$ cat src/core/can_xcvr_pkg.sv
// Shared constants and types for the CAN transceiver control block.
package can_xcvr_pkg;

    // ------------------------------------------------------------
    // Timing, counts and sizes
    // ------------------------------------------------------------
    localparam int CLK_NS              = 10;
    localparam int TXD_DOM_MIN_US      = 300;
    localparam int TXD_DOM_CYC         = (TXD_DOM_MIN_US * 1000 + CLK_NS - 1)
                                         / CLK_NS;
    localparam int WAKE_PULSE_MIN_NS   = 500;
    localparam int WAKE_PULSE_CYC      = (WAKE_PULSE_MIN_NS + CLK_NS - 1)
                                         / CLK_NS;
    localparam int WAKE_SINGLE_NS      = 2000;
    localparam int WAKE_SINGLE_CYC     = (WAKE_SINGLE_NS + CLK_NS - 1) / CLK_NS;
    localparam int WAKE_WINDOW_US      = 120;
    localparam int WAKE_WINDOW_CYC     = (WAKE_WINDOW_US * 1000) / CLK_NS;
    localparam int WAKE_PULSES         = 3;
    localparam int FAULT_CYCLES        = 5;
    localparam int FIFO_DEPTH          = 8;

    // ------------------------------------------------------------
    // Reset values, limits and mode encoding
    // ------------------------------------------------------------
    localparam logic [1:0] SLEW_RESET  = 2'h0;
    localparam logic [1:0] SLEW_MAX    = 2'h2;

    typedef enum logic [1:0] {
        MODE_SLEEP   = 2'b00,
        MODE_RX_ONLY = 2'b01,
        MODE_TXRX    = 2'b10
    } mode_type;

    localparam mode_type MODE_RESET    = MODE_SLEEP;

    // Three comparator pairs (gnd, bat, rail): in each pair the upper bit is the low line, the lower bit the high line.
    typedef struct packed {
        logic gnd_low;
        logic gnd_high;
        logic bat_low;
        logic bat_high;
        logic rail_low;
        logic rail_high;
    } cmp_type;

    // Decoded fault word, also the FIFO payload.
    typedef struct packed {
        logic low_gnd;
        logic high_gnd;
        logic low_bat;
        logic high_bat;
        logic low_rail;
        logic high_rail;
    } fault_type;

    localparam int FAULT_W             = $bits(fault_type);

endpackage : can_xcvr_pkg

$ cat src/core/can_transceiver_control.sv
// Digital control of a high-speed CAN transceiver with wake and diagnostics.
`timescale 1ns/100ps
module can_transceiver_control #(
    parameter int TXD_DOM_CYCLES  = can_xcvr_pkg::TXD_DOM_CYC,
    parameter int WAKE_WIN_CYCLES = can_xcvr_pkg::WAKE_WINDOW_CYC,
    parameter int FIFO_DEPTH      = can_xcvr_pkg::FIFO_DEPTH
) (
    input  wire logic                  i_clk,
    input  wire logic                  i_rst,
    input  wire logic                  i_cfg_write,
    input  wire logic [1:0]            i_cfg_mode,
    input  wire logic [1:0]            i_cfg_slew,
    input  wire logic                  i_cfg_wake_en,
    input  wire logic                  i_cfg_single_pulse,
    input  wire logic                  i_chip_normal,
    input  wire logic                  i_txd,
    input  wire logic                  i_bus_dominant,
    input  wire logic                  i_wake_rx_dominant,
    input  wire can_xcvr_pkg::cmp_type i_cmp,
    input  wire logic                  i_wake_flag_clear,
    input  wire logic                  i_txd_flag_clear,
    input  wire logic                  i_fault_ready,
    output logic                       o_rxd,
    output logic                       o_drv_en,
    output logic                       o_drv_dominant,
    output logic                       o_rx_en,
    output logic                       o_bias_gnd,
    output logic                       o_split_en,
    output logic [1:0]                 o_slew,
    output logic                       o_wake_rx_en,
    output logic                       o_wake_flag,
    output logic                       o_wake_irq,
    output logic                       o_wake_chip,
    output logic                       o_txd_dom_flag,
    output can_xcvr_pkg::fault_type    o_fault,
    output logic                       o_fault_valid,
    output logic                       o_fault_overrun
);
    initial begin
        if (TXD_DOM_CYCLES < 2 || WAKE_WIN_CYCLES < 2 || FIFO_DEPTH < 2) begin
            $error("can_transceiver_control: counts too small");
        end
    end

    localparam int TW = $clog2(TXD_DOM_CYCLES + 1);
    localparam int WW = $clog2(WAKE_WIN_CYCLES + 1);
    localparam int PW = $clog2(can_xcvr_pkg::WAKE_SINGLE_CYC + 1);
    localparam int FW = $clog2(can_xcvr_pkg::FAULT_CYCLES + 1);

    // ------------------------------------------------------------
    // Control bits
    // ------------------------------------------------------------
    can_xcvr_pkg::mode_type mode;
    logic [1:0]             slew;
    logic                   wake_en;
    logic                   single_pulse;

    wire logic [1:0] slew_ok = (i_cfg_slew > can_xcvr_pkg::SLEW_MAX)
                               ? can_xcvr_pkg::SLEW_MAX : i_cfg_slew;
    wire can_xcvr_pkg::mode_type mode_ok =
        (i_cfg_mode == 2'h3) ? can_xcvr_pkg::MODE_RESET
                             : can_xcvr_pkg::mode_type'(i_cfg_mode);

    always_ff @(posedge i_clk) begin
        if (i_rst) begin
            mode         <= can_xcvr_pkg::MODE_RESET;
            slew         <= can_xcvr_pkg::SLEW_RESET;
            wake_en      <= 1'b0;
            single_pulse <= 1'b0;
        end else if (i_cfg_write) begin
            mode         <= mode_ok;
            slew         <= slew_ok;
            wake_en      <= i_cfg_wake_en;
            single_pulse <= i_cfg_single_pulse;
        end
    end

    // ------------------------------------------------------------
    // Driver and receiver path
    // ------------------------------------------------------------
    logic          drv_armed;
    logic [TW-1:0] txd_cnt;
    logic          txd_dom;

    wire is_txrx  = (mode == can_xcvr_pkg::MODE_TXRX);
    wire is_sleep = (mode == can_xcvr_pkg::MODE_SLEEP) || !i_chip_normal;
    wire arm_ok   = is_txrx && i_chip_normal && !txd_dom;
    wire next_arm = arm_ok && (drv_armed || i_txd);
    wire txd_hit  = !i_txd && (txd_cnt == TW'(TXD_DOM_CYCLES - 1));

    always_ff @(posedge i_clk) begin
        if (i_rst) begin
            drv_armed <= 1'b0;
        end else begin
            drv_armed <= next_arm;
        end
    end

    always_ff @(posedge i_clk) begin
        if (i_rst || i_txd || !drv_armed) begin
            txd_cnt <= '0;
        end else if (txd_cnt != TW'(TXD_DOM_CYCLES)) begin
            txd_cnt <= txd_cnt + 1'b1;
        end
    end

    always_ff @(posedge i_clk) begin
        if (i_rst) begin
            txd_dom <= 1'b0;
        end else if (drv_armed && txd_hit) begin
            txd_dom <= 1'b1;
        end else if (i_txd_flag_clear && i_txd) begin
            txd_dom <= 1'b0;
        end
    end

    always_ff @(posedge i_clk) begin
        if (i_rst) begin
            o_drv_en       <= 1'b0;
            o_drv_dominant <= 1'b0;
            o_rx_en        <= 1'b0;
            o_rxd          <= 1'b1;
            o_bias_gnd     <= 1'b1;
            o_split_en     <= 1'b0;
            o_slew         <= can_xcvr_pkg::SLEW_RESET;
            o_txd_dom_flag <= 1'b0;
        end else begin
            o_drv_en       <= next_arm;
            o_drv_dominant <= next_arm && !i_txd;
            o_rx_en        <= !is_sleep;
            o_rxd          <= is_sleep || !i_bus_dominant;
            o_bias_gnd     <= is_sleep;
            o_split_en     <= !is_sleep;
            o_slew         <= slew;
            o_txd_dom_flag <= txd_dom || (drv_armed && txd_hit);
        end
    end

    // ------------------------------------------------------------
    // Wake detector
    // ------------------------------------------------------------
    logic [PW-1:0] pulse_cnt;
    logic [WW-1:0] win_cnt;
    logic [1:0]    pulses;
    logic          wake_rx_prev;

    wire wake_armed = is_sleep && wake_en;
    wire pulse_end  = wake_rx_prev && !i_wake_rx_dominant;
    wire pulse_ok   = pulse_cnt >= PW'(can_xcvr_pkg::WAKE_PULSE_CYC);
    wire single_hit = single_pulse && i_wake_rx_dominant &&
                      (pulse_cnt == PW'(can_xcvr_pkg::WAKE_SINGLE_CYC - 1));
    wire win_open   = (pulses != 2'd0);
    wire win_expire = win_open && (win_cnt == WW'(WAKE_WIN_CYCLES - 1));
    wire pattern_hit = !single_pulse && pulse_end && pulse_ok &&
                       (pulses == 2'(can_xcvr_pkg::WAKE_PULSES - 1)) &&
                       !win_expire;
    wire wake_hit   = wake_armed && (single_hit || pattern_hit);

    always_ff @(posedge i_clk) begin
        if (i_rst || !wake_armed || !i_wake_rx_dominant) begin
            pulse_cnt <= '0;
        end else if (pulse_cnt != PW'(can_xcvr_pkg::WAKE_SINGLE_CYC)) begin
            pulse_cnt <= pulse_cnt + 1'b1;
        end
    end

    always_ff @(posedge i_clk) begin
        if (i_rst || !wake_armed || wake_hit || win_expire) begin
            pulses  <= 2'd0;
            win_cnt <= '0;
        end else begin
            if (pulse_end && pulse_ok && !single_pulse) begin
                pulses <= pulses + 2'd1;
            end
            if (win_open || (pulse_end && pulse_ok && !single_pulse)) begin
                win_cnt <= win_cnt + 1'b1;
            end
        end
    end

    always_ff @(posedge i_clk) begin
        if (i_rst) begin
            wake_rx_prev <= 1'b0;
            o_wake_flag  <= 1'b0;
            o_wake_irq   <= 1'b0;
            o_wake_chip  <= 1'b0;
            o_wake_rx_en <= 1'b0;
        end else begin
            wake_rx_prev <= i_wake_rx_dominant && wake_armed;
            o_wake_flag  <= wake_hit || (o_wake_flag && !i_wake_flag_clear);
            o_wake_irq   <= wake_hit;
            o_wake_chip  <= wake_hit && !i_chip_normal;
            o_wake_rx_en <= wake_armed;
        end
    end

    // ------------------------------------------------------------
    // Bus fault decode
    // ------------------------------------------------------------
    can_xcvr_pkg::fault_type rec_f;
    can_xcvr_pkg::fault_type seen;
    can_xcvr_pkg::fault_type reported;
    logic [FW-1:0]           match_cnt;
    logic                    dom_prev;
    logic                    fifo_ready;

    wire cmp_gnd_ok_r = i_cmp.gnd_low && i_cmp.gnd_high;
    wire dom_now      = o_drv_dominant;
    can_xcvr_pkg::fault_type dom_f;
    always_comb begin
        dom_f.low_gnd   = rec_f.low_gnd  && !i_cmp.gnd_low &&  i_cmp.gnd_high;
        dom_f.high_gnd  = rec_f.high_gnd && !i_cmp.gnd_low && !i_cmp.gnd_high;
        dom_f.low_bat   = rec_f.low_bat  &&  i_cmp.bat_low &&  i_cmp.bat_high;
        dom_f.high_bat  = rec_f.high_bat && !i_cmp.bat_low &&  i_cmp.bat_high;
        dom_f.low_rail  = rec_f.low_rail &&  i_cmp.rail_low && i_cmp.rail_high;
        dom_f.high_rail = rec_f.high_rail && !i_cmp.rail_low &&
                          i_cmp.rail_high;
    end

    // A finished cycle is matched against the word of the cycle before it.
    wire cycle_done = dom_prev && !dom_now;
    wire same_fault = (seen == reported) && (seen != '0);
    wire new_fault  = (seen != '0);

    always_ff @(posedge i_clk) begin
        if (i_rst) begin
            rec_f <= '0;
        end else if (!dom_now && o_drv_en) begin
            rec_f.low_gnd   <= !cmp_gnd_ok_r && !i_cmp.gnd_low;
            rec_f.high_gnd  <= !cmp_gnd_ok_r && !i_cmp.gnd_high;
            rec_f.low_bat   <= i_cmp.bat_low && i_cmp.bat_high;
            rec_f.high_bat  <= i_cmp.bat_low && i_cmp.bat_high;
            rec_f.low_rail  <= i_cmp.rail_low && i_cmp.rail_high;
            rec_f.high_rail <= i_cmp.rail_low && i_cmp.rail_high;
        end
    end

    always_ff @(posedge i_clk) begin
        if (i_rst) begin
            dom_prev  <= 1'b0;
            seen      <= '0;
            match_cnt <= '0;
            reported  <= '0;
        end else begin
            dom_prev <= dom_now;
            if (dom_now) begin
                seen <= dom_f;
            end
            if (cycle_done) begin
                reported <= seen;
                if (same_fault && match_cnt != FW'(can_xcvr_pkg::FAULT_CYCLES))
                begin
                    match_cnt <= match_cnt + 1'b1;
                end else if (!same_fault) begin
                    match_cnt <= FW'(new_fault);
                end
            end
        end
    end

    wire fault_push = cycle_done && same_fault &&
                      (match_cnt == FW'(can_xcvr_pkg::FAULT_CYCLES - 1));
    can_xcvr_pkg::fault_type fifo_data;
    logic                    fifo_valid;

    fault_fifo #(
        .WIDTH (can_xcvr_pkg::FAULT_W),
        .DEPTH (FIFO_DEPTH)
    ) u_fifo (
        .i_clk   (i_clk),
        .i_rst   (i_rst),
        .i_data  (seen),
        .i_valid (fault_push),
        .o_ready (fifo_ready),
        .o_data  (fifo_data),
        .o_valid (fifo_valid),
        .i_ready (i_fault_ready && !o_fault_valid)
    );

    always_ff @(posedge i_clk) begin
        if (i_rst) begin
            o_fault         <= '0;
            o_fault_valid   <= 1'b0;
            o_fault_overrun <= 1'b0;
        end else begin
            if (fifo_valid && i_fault_ready && !o_fault_valid) begin
                o_fault       <= fifo_data;
                o_fault_valid <= 1'b1;
            end else begin
                o_fault_valid <= 1'b0;
            end
            o_fault_overrun <= o_fault_overrun ||
                               (fault_push && !fifo_ready);
        end
    end
endmodule : can_transceiver_control

$ cat src/core/fault_fifo.sv
// Small synchronous FIFO for reported bus fault words.
`timescale 1ns/100ps
module fault_fifo #(
    parameter int WIDTH = 6,
    parameter int DEPTH = 8
) (
    input  wire logic             i_clk,
    input  wire logic             i_rst,
    input  wire logic [WIDTH-1:0] i_data,
    input  wire logic             i_valid,
    output logic                  o_ready,
    output logic      [WIDTH-1:0] o_data,
    output logic                  o_valid,
    input  wire logic             i_ready
);
    localparam int AW = $clog2(DEPTH);

    initial begin
        if (DEPTH < 2 || (1 << AW) != DEPTH || WIDTH < 1) begin
            $error("fault_fifo: depth must be a power of two >= 2");
        end
    end

    logic [WIDTH-1:0] mem [DEPTH];
    logic [AW:0]      wr_ptr;
    logic [AW:0]      rd_ptr;
    wire              full  = (wr_ptr[AW] != rd_ptr[AW]) &&
                              (wr_ptr[AW-1:0] == rd_ptr[AW-1:0]);
    wire              empty = (wr_ptr == rd_ptr);
    wire              push  = i_valid && !full;
    wire              pop   = !empty && i_ready;

    assign o_ready = !full;
    assign o_valid = !empty;
    assign o_data  = mem[rd_ptr[AW-1:0]];

    always_ff @(posedge i_clk) begin
        if (push) begin
            mem[wr_ptr[AW-1:0]] <= i_data;
        end
    end

    always_ff @(posedge i_clk) begin
        if (i_rst) begin
            wr_ptr <= '0;
            rd_ptr <= '0;
        end else begin
            wr_ptr <= wr_ptr + (AW+1)'(push);
            rd_ptr <= rd_ptr + (AW+1)'(pop);
        end
    end
endmodule : fault_fifo

$ cat config.mk
export PLATFORM = sky130hd
export DESIGN_NAME = can_transceiver_control
export DESIGN_NICKNAME = d
export VERILOG_FILES = /design/src/core/can_xcvr_pkg.sv /design/src/core/can_transceiver_control.sv /design/src/core/fault_fifo.sv
export SDC_FILE = /design/constraint.sdc
export NUM_CORES = 1
export LEC_CHECK = 0
export BUFFER_PORTS_ARGS = -buffer_cell sky130_fd_sc_hd__clkbuf_2
export CAP_MARGIN = 40
export CORE_ASPECT_RATIO = 1.4
export CORE_UTILIZATION = 54
export CTS_CLUSTER_DIAMETER = 60
export DETAILED_ROUTE_END_ITERATION = 8
export GPL_TIMING_DRIVEN = 0
export PLACE_DENSITY = 0.8
export SLEW_MARGIN = 10
export SYNTH_ARGS = -nofsm -noshare
export SYNTH_HDL_FRONTEND = slang
export SYNTH_HIERARCHICAL = 1
export SYNTH_SLANG_ARGS = --single-unit
$ cat constraint.sdc
create_clock -name i_clk -period 2.3 [get_ports i_clk]
set_input_delay 0.23 -clock i_clk [delete_from_list [all_inputs] [get_ports i_clk]]
set_output_delay 0.23 -clock i_clk [all_outputs]
set_load 0.05 [all_outputs]
==> results of run 1 <==
## through the flow
step / setup slack (ns) / total power, mW / TNS [ns] / instances / hold WS, ns
global placement: -0.835 / 2.76 / -30.36 / 759 / 0.377
CTS: 0.0556 / 5.59 / 0 / 797 / 0.00853
finish: 0.132 / 5.55 / 0 / 798 / 0.0120
floorplan: -0.0903 / 2.71 / -1.51 / 574 / 0.292
detailed placement: -0.867 / 2.76 / -32.55 / 761 / 0.385
global route: 0.00420 / 5.71 / 0 / 798 / 0.0210
## cell usage in the layout (no fill, tap or decap), drive strengths merged, types with 15 or more instances in the layout
master	count
xor2	23
nand3	35
inv	17
clkbuf	75
ha	15
buf	18
dfxtp	95
nand2b	16
nor2	41
a21oi	42
nand2	41
edfxtp	48
## cell type report
class	instances	area share
sequential	143	0.451
multi-input combinational	386	0.381
clock buffer	18	0.0575
timing repair buffer	48	0.0345
clock inverter	14	0.0256
tap	144	0.0241
buffer	28	0.0183
inverter	17	0.00855
## sequential cells by signal, summed over array words and instances, names as in the netlist, 2 cells and up
name and cells:
txd_cnt 15, mode 2, match_cnt 3, reported 6
u_fifo/mem 48, pulse_cnt 8, u_fifo/wr_ptr 4, u_fifo/rd_ptr 4
o_slew 2, slew 2, pulses 2, rec_f 4
seen 6, o_fault 6, win_cnt 14
## kinds of logic (layout without fill, tap and decap cells)
kind of cell | after synthesis | count (layout)
simple gates | 226 | 226
flops | 143 | 143
compound gates | 87 | 87
buf+inv | 45 | 125
xor+xnor | 33 | 33
mux | 25 | 25
fa+ha+maj | 15 | 15
## power groups by stage
stage / clock [mW] / combinational [mW] / sequential (mW)
global placement: 0 / 0.0933 / 2.66
detailed placement: 0 / 0.0958 / 2.66
floorplan: 0 / 0.0423 / 2.67
CTS: 2.88 / 0.0976 / 2.61
finish: 2.85 / 0.0976 / 2.60
global route: 3.01 / 0.106 / 2.60
## path summary, 6_finish.rpt
| check | endpoint | depth (start not counted) | slack, ns |
|---|---|---|---|
| min | txd_dom | 2 | 0.01 |
| max | o_wake_flag | 7 | 0.13 |
| min reg2reg | o_wake_flag | 2 | 0.45 |
| max reg2reg | o_wake_flag | 7 | 0.13 |
## worst max-delay path: stages, from the launching register on
cell	delay [ns]
dfxtp_1	0.33
inv_1	0.08
ha_1	0.29
or3_1	0.31
or4_1	0.40
clkbuf_1	0.21
a31oi_1	0.35
o21ai_1	0.09
## repair_timing
action                     in CTS  in global routing
buffers inserted                3                  1
setup endpoints to repair      52                 39
hold buffers                    1                  0
hold endpoints to repair        1                  0
pin swaps                       3                  1
gates resized for setup        20                 10
## layer usage
layer	vias to the layer above	track usage
li1	2253	-
met1	2233	0.243
met2	116	0.429
met3	30	0.0534
met4	0	0.124
met5	-	0
==> results by group, run 1 <==
Timing
  – Final Critical Period: 2.17 ns
  – Slew HR: 0.558
  – Fin crit share: 0.943
  – Clock Skew: 0.00831 ns
  – Final Hold Viols: 0
  – Peak Freq: 461 MHz
  – Setup violators final: 0
  – RSZ-0062 raised after global routing: no
  – Worst Tran Pin Value: 0.656 ns
  – Slew Viols, Final: 0

Synth
  – Count leader, synth: dfxtp_1
  – Post-synthesis sequential area ratio: 0.534
  – Syn avg cell area: 10.9 um2
  – Distinct cells, synth: 54
  – Post-synth top cells: dfxtp_1, edfxtp_1, a21oi_1
  – Register bit total from synthesis: 143
  – Syn Std Cell Area: 6270 um2
  – Post-Synth Simple-Gate Area: 0.196
  – Area share of xor/xnor cells in the synthesized design: 0.0461
  – Compound-cell area share of the yosys netlist: 0.0901
  – Largest family of logic cells by synthesized area: simple AND/OR/NAND/NOR gates
  – Syn. warnings: 6
  – Mux cell area share after synthesis: 0.0725
  – Share of the synthesized area in the top cell type: 0.304
  – Syn_nets: 611
  – Post-synth EDFFs: 48
  – Top cells by area, synth: dfxtp_1, edfxtp_1, mux4_1, a21oi_1, xor2_1
  – Synth Area in Adders: 0.0300
  – Post-synth ARST share: 0
  – Post-Synthesis Cells: 574
  – Post-synth top area cell: dfxtp_1
  – Ys flop type: dfxtp_1

CTS
  – Worst skew pair latency: 0.42 ns
  – Maximum level of the CTS H-tree: 4
  – Clock sinks: 143
  – Reg clk slew, reported paths: 0.06 ns
  – Clk root buf: clkbuf_16
  – CTS tree: yes
  – Clock Path Buffers: 2
  – CTS Buf Count: 17

Pwr
  – Logic pwr share: 0.018
  – Switching power: 1.11 mW
  – Internal: 4.44 mW
  – VDD IR max: 545 uV
  – Seq pwr share: 0.469
  – Pwr/cell area: 743 nW/um2
  – Pleak: 2.57 nW
  – Switching share of power: 0.200
  – Clk pwr share: 0.514

Drt
  – DRT iter0 DRCs: 225
  – ANT nets after route: 0
  – Met3 WL post-DR: 433 um
  – Vias post-DR: 4632
  – WL met2: 7.23 mm
  – Routed vias/inst: 5.80
  – DR pass1 iterations: 4
  – Final WL: 13.0 mm
  – # DRC: 0
  – Top sig layer: met4
  – Drt wl/cell: 16.3 um
  – Met1 Routed Length: 4.94 mm

Floorplan
  – Total core area: 11300 um2
  – Initial Util: 0.553
  – DIE HEIGHT: 129 um
  – I/O pin cnt: 43
  – Chip width: 93.0 um
  – Row count: 46
  – Full die area: 12000 um2

Worst setup path
  – Critical Path End Type: flop
  – Crit-path max FO: 7
  – Critical register-to-register path startpoint: pulses[0]
  – Critical Path Source Type: flop
  – CP Class: reg -> reg
  – Critical Path Start: pulses[0]
  – CP Data Required Time: 2.60 ns
  – Arr. time, crit path: 2.47 ns

Worst hold path
  – HP Start: i_txd_flag_clear
  – Worst min path class: in -> reg

Job
  – Number of max-cap violations: 0

Cells and area
  – Fin area: 7470 um2
  – Syn-to-layout area delta: 19.2%
  – Number of diodes: 0
  – Share of cells above drive strength 1: 0.190
  – Multi-input logic area: 2840 um2
  – Register area: 3370 um2
  – Util after Layout: 0.659
  – # fillers: 815
  – Nets@finish: 678

Global route
  – Largest net degree at the start of global routing: 17
  – Initial antenna violation count: 0
  – First-pass GRT wire length: 21.4 mm
  – Vias in the first global route: 4530
  – Global-route usage over all layers: 0.232
  – Gr ovfl total: 0

Place
  – DP Wirelength: 9.07 mm
  – IO Port Bufs: 41
  – Gpl congestion: 0.860
  – Post-DP Area: 6690 um2

Status
  – Status: completed
Note: power is estimated with default switching activity, not from simulation.
==> run 2: changes to the inputs <==
Settings changed: CORE_ASPECT_RATIO 1.4 to unset, REMOVE_ABC_BUFFERS set to 1.
==> run 2 against run 1 <==
Combinational power shrank 1%; wire length shrank 1.4%; highest routed layer unchanged; worst setup slack worse by 0.044 ns; critical endpoint is now win_cnt[0]; final cell count fell by 3.1%.
==> results by group, run 2 (synthesized netlist as in run 1, its figures left out) <==
Drt
  – DRT iter0 DRCs: 288 (+28%)
  – Routed vias/inst: 5.93 (+2.2%)
  – ANT nets after route: 0 (unchanged)
  – Drt wl/cell: 16.6 um (+1.8%)
  – Vias post-DR: 4587 (-0.97%)
  – Final WL: 12.9 mm (-1.4%)
  – DR pass1 iterations: 5 (+1)
  – # DRC: 0 (unchanged)

Floorplan
  – Full die area: 12000 um2 (about the same)
  – Total core area: 11100 um2 (-2.3%)
  – Row count: 38 (-17%)
  – I/O pin cnt: 43 (unchanged)
  – Chip width: 110 um (+18%)
  – Initial Util: 0.566 (+0.0130)
  – DIE HEIGHT: 110 um (-15%)

Status
  – Status: completed

Place
  – DP Wirelength: 8.36 mm (-7.9%)
  – Post-DP Area: 6580 um2 (-1.6%)
  – Gpl congestion: 0.826 (-3.9%)
  – IO Port Bufs: 42 (+2.4%)
  – Dpl cells: 735 (-3.4%)

Worst hold path
  – Worst min path class: in -> reg

Global route
  – Initial antenna violation count: 0 (unchanged)
  – Global-route usage over all layers: 0.230 (-0.00232)
  – Largest net degree at the start of global routing: 46 (+29)
  – First-pass GRT wire length: 20.8 mm (-2.9%)
  – Gr ovfl total: 0 (unchanged)
  – Vias in the first global route: 4486 (-0.97%)

CTS
  – Reg clk slew, reported paths: 0.07 ns (about the same)
  – Worst skew pair latency: 0.42 ns (about the same)
  – Clock Path Buffers: 2 (unchanged)
  – CTS tree: yes
  – CTS Buf Count: 17 (unchanged)
  – Clock sinks: 143 (unchanged)
  – Clk root buf: clkbuf_16
  – Maximum level of the CTS H-tree: 4 (unchanged)

Pwr
  – Pleak: 2.51 nW (-2.3%)
  – Internal: 4.07 mW (-8.4%)
  – Switching power: 1.24 mW (+12%)
  – Pwr/cell area: 724 nW/um2 (-2.6%)
  – Clk pwr share: 0.491 (-0.023)
  – Logic pwr share: 0.018 (about the same)
  – Switching share of power: 0.233 (+0.0336)
  – VDD IR max: 539 uV (-1.1%)
  – Seq pwr share: 0.491 (+0.022)

Cells and area
  – Register area: 3360 um2 (-0.19%)
  – Commonest cells after routing, fill and taps aside: dfxtp_1, edfxtp_1, a21oi_1, clkbuf_2
  – Syn-to-layout area delta: 17.0%
  – Fin area: 7330 um2 (-1.8%)
  – Commonest non-fill, non-tap cell in the layout: dfxtp_1
  – Fin cells: 773 (-3.1%)
  – Multi-input logic area: 2860 um2 (+0.48%)
  – # fillers: 803 (-1.5%)
  – Largest register FFs: 48 (unchanged)
  – Util after Layout: 0.662 (+0.00305)
  – Share of cells above drive strength 1: 0.199 (+0.00945)
  – Nets@finish: 657 (-3.1%)
  – Number of diodes: 0 (unchanged)

Timing
  – Hold_ws: 0.0230 ns (+0.0110 ns)
  – Final Critical Period: 2.21 ns (+0.0437 ns)
  – RSZ-0062 raised after global routing: no
  – Slew HR: 0.450 (-0.108)
  – Worst Tran Pin Value: 0.820 ns (+0.164 ns)
  – Setup violators final: 0 (unchanged)
  – Fin crit share: 0.962 (+0.0190)
  – Final Hold Viols: 0 (unchanged)
  – Peak Freq: 452 MHz (-2.0%)
  – Clock Skew: 0.00742 ns (-0.000892 ns)
  – Slew Viols, Final: 0 (unchanged)

Worst setup path
  – Critical Path Source Type: flop
  – CP Class: reg -> reg
  – Crit-path max FO: 8 (+1)
  – Critical Path End Type: flop
  – CP Data Required Time: 2.64 ns (+0.04 ns)
  – Arr. time, crit path: 2.55 ns (+0.08 ns)

Job
  – Number of max-cap violations: 0 (unchanged)
## run 2: routing by layer
metal | wire length, um | part of all wire | vias to the layer above | GRT usage
li1 | - | - | 2221 | -
met1 | 5420 | 0.42 | 2200 | 0.258
met2 | 6550 | 0.51 | 127 | 0.410
met3 | 508 | 0.040 | 39 | 0.0545
met4 | 378 | 0.029 | 0 | 0.112
met5 | 0 | 0 | - | 0
## run 2: final timing paths
check	start	endpoint	slack (ns)	depth (start not counted)
min	i_cmp[5]	rec_f[5]	0.02	2
min reg2reg	o_wake_flag	o_wake_flag	0.46	2
max	pulse_cnt[1]	win_cnt[0]	0.09	5
max reg2reg	pulse_cnt[1]	win_cnt[0]	0.09	5
## run 2: cell type report
| class | count | share of cell area |
|---|---|---|
| multi-input cells | 386 | 0.390 |
| clock inverters | 15 | 0.0189 |
| inverters | 17 | 0.00871 |
| clock buffers | 17 | 0.0580 |
| repair buffers | 55 | 0.0423 |
| flip-flops and latches | 143 | 0.458 |
| well taps | 140 | 0.0239 |
## run 2: per-stage QoR
stage	power [mW]	setup WS (ns)	TNS, ns
2_1_floorplan	2.70	-0.223	-4.58
3_3_place_gp	2.75	-1.05	-39.43
3_5_place_dp	2.75	-0.785	-31.09
4_1_cts	5.34	-0.0117	-0.0657
5_1_grt	5.45	0.000225	0
6_report	5.30	0.0880	0
## run 2: worst max-delay path, cell delays in order, from the launching register on
cell and delay [ns]:
dfxtp_1 0.49, ha_1 0.22, nor4_2 0.06, a211oi_1 0.72, mux2_2 0.41, a211oi_1 0.22
## run 2: what timing repair did
item | 4_1_cts | 5_1_grt
hold endpoints to repair | 2 | 0
endpoints found under the setup margin | 55 | 63
buffers inserted | 4 | 0
hold buffers | 2 | 0
resized for setup | 22 | 12
pin swaps | 4 | 0
## run 2: power by group through the flow
stage	Combinational [mW]	Sequential [mW]	Clock, mW
6_report	0.0964	2.60	2.60
5_1_grt	0.104	2.60	2.74
4_1_cts	0.0960	2.61	2.64
3_5_place_dp	0.0923	2.66	0
3_3_place_gp	0.0854	2.66	0
2_1_floorplan	0.0276	2.67	0
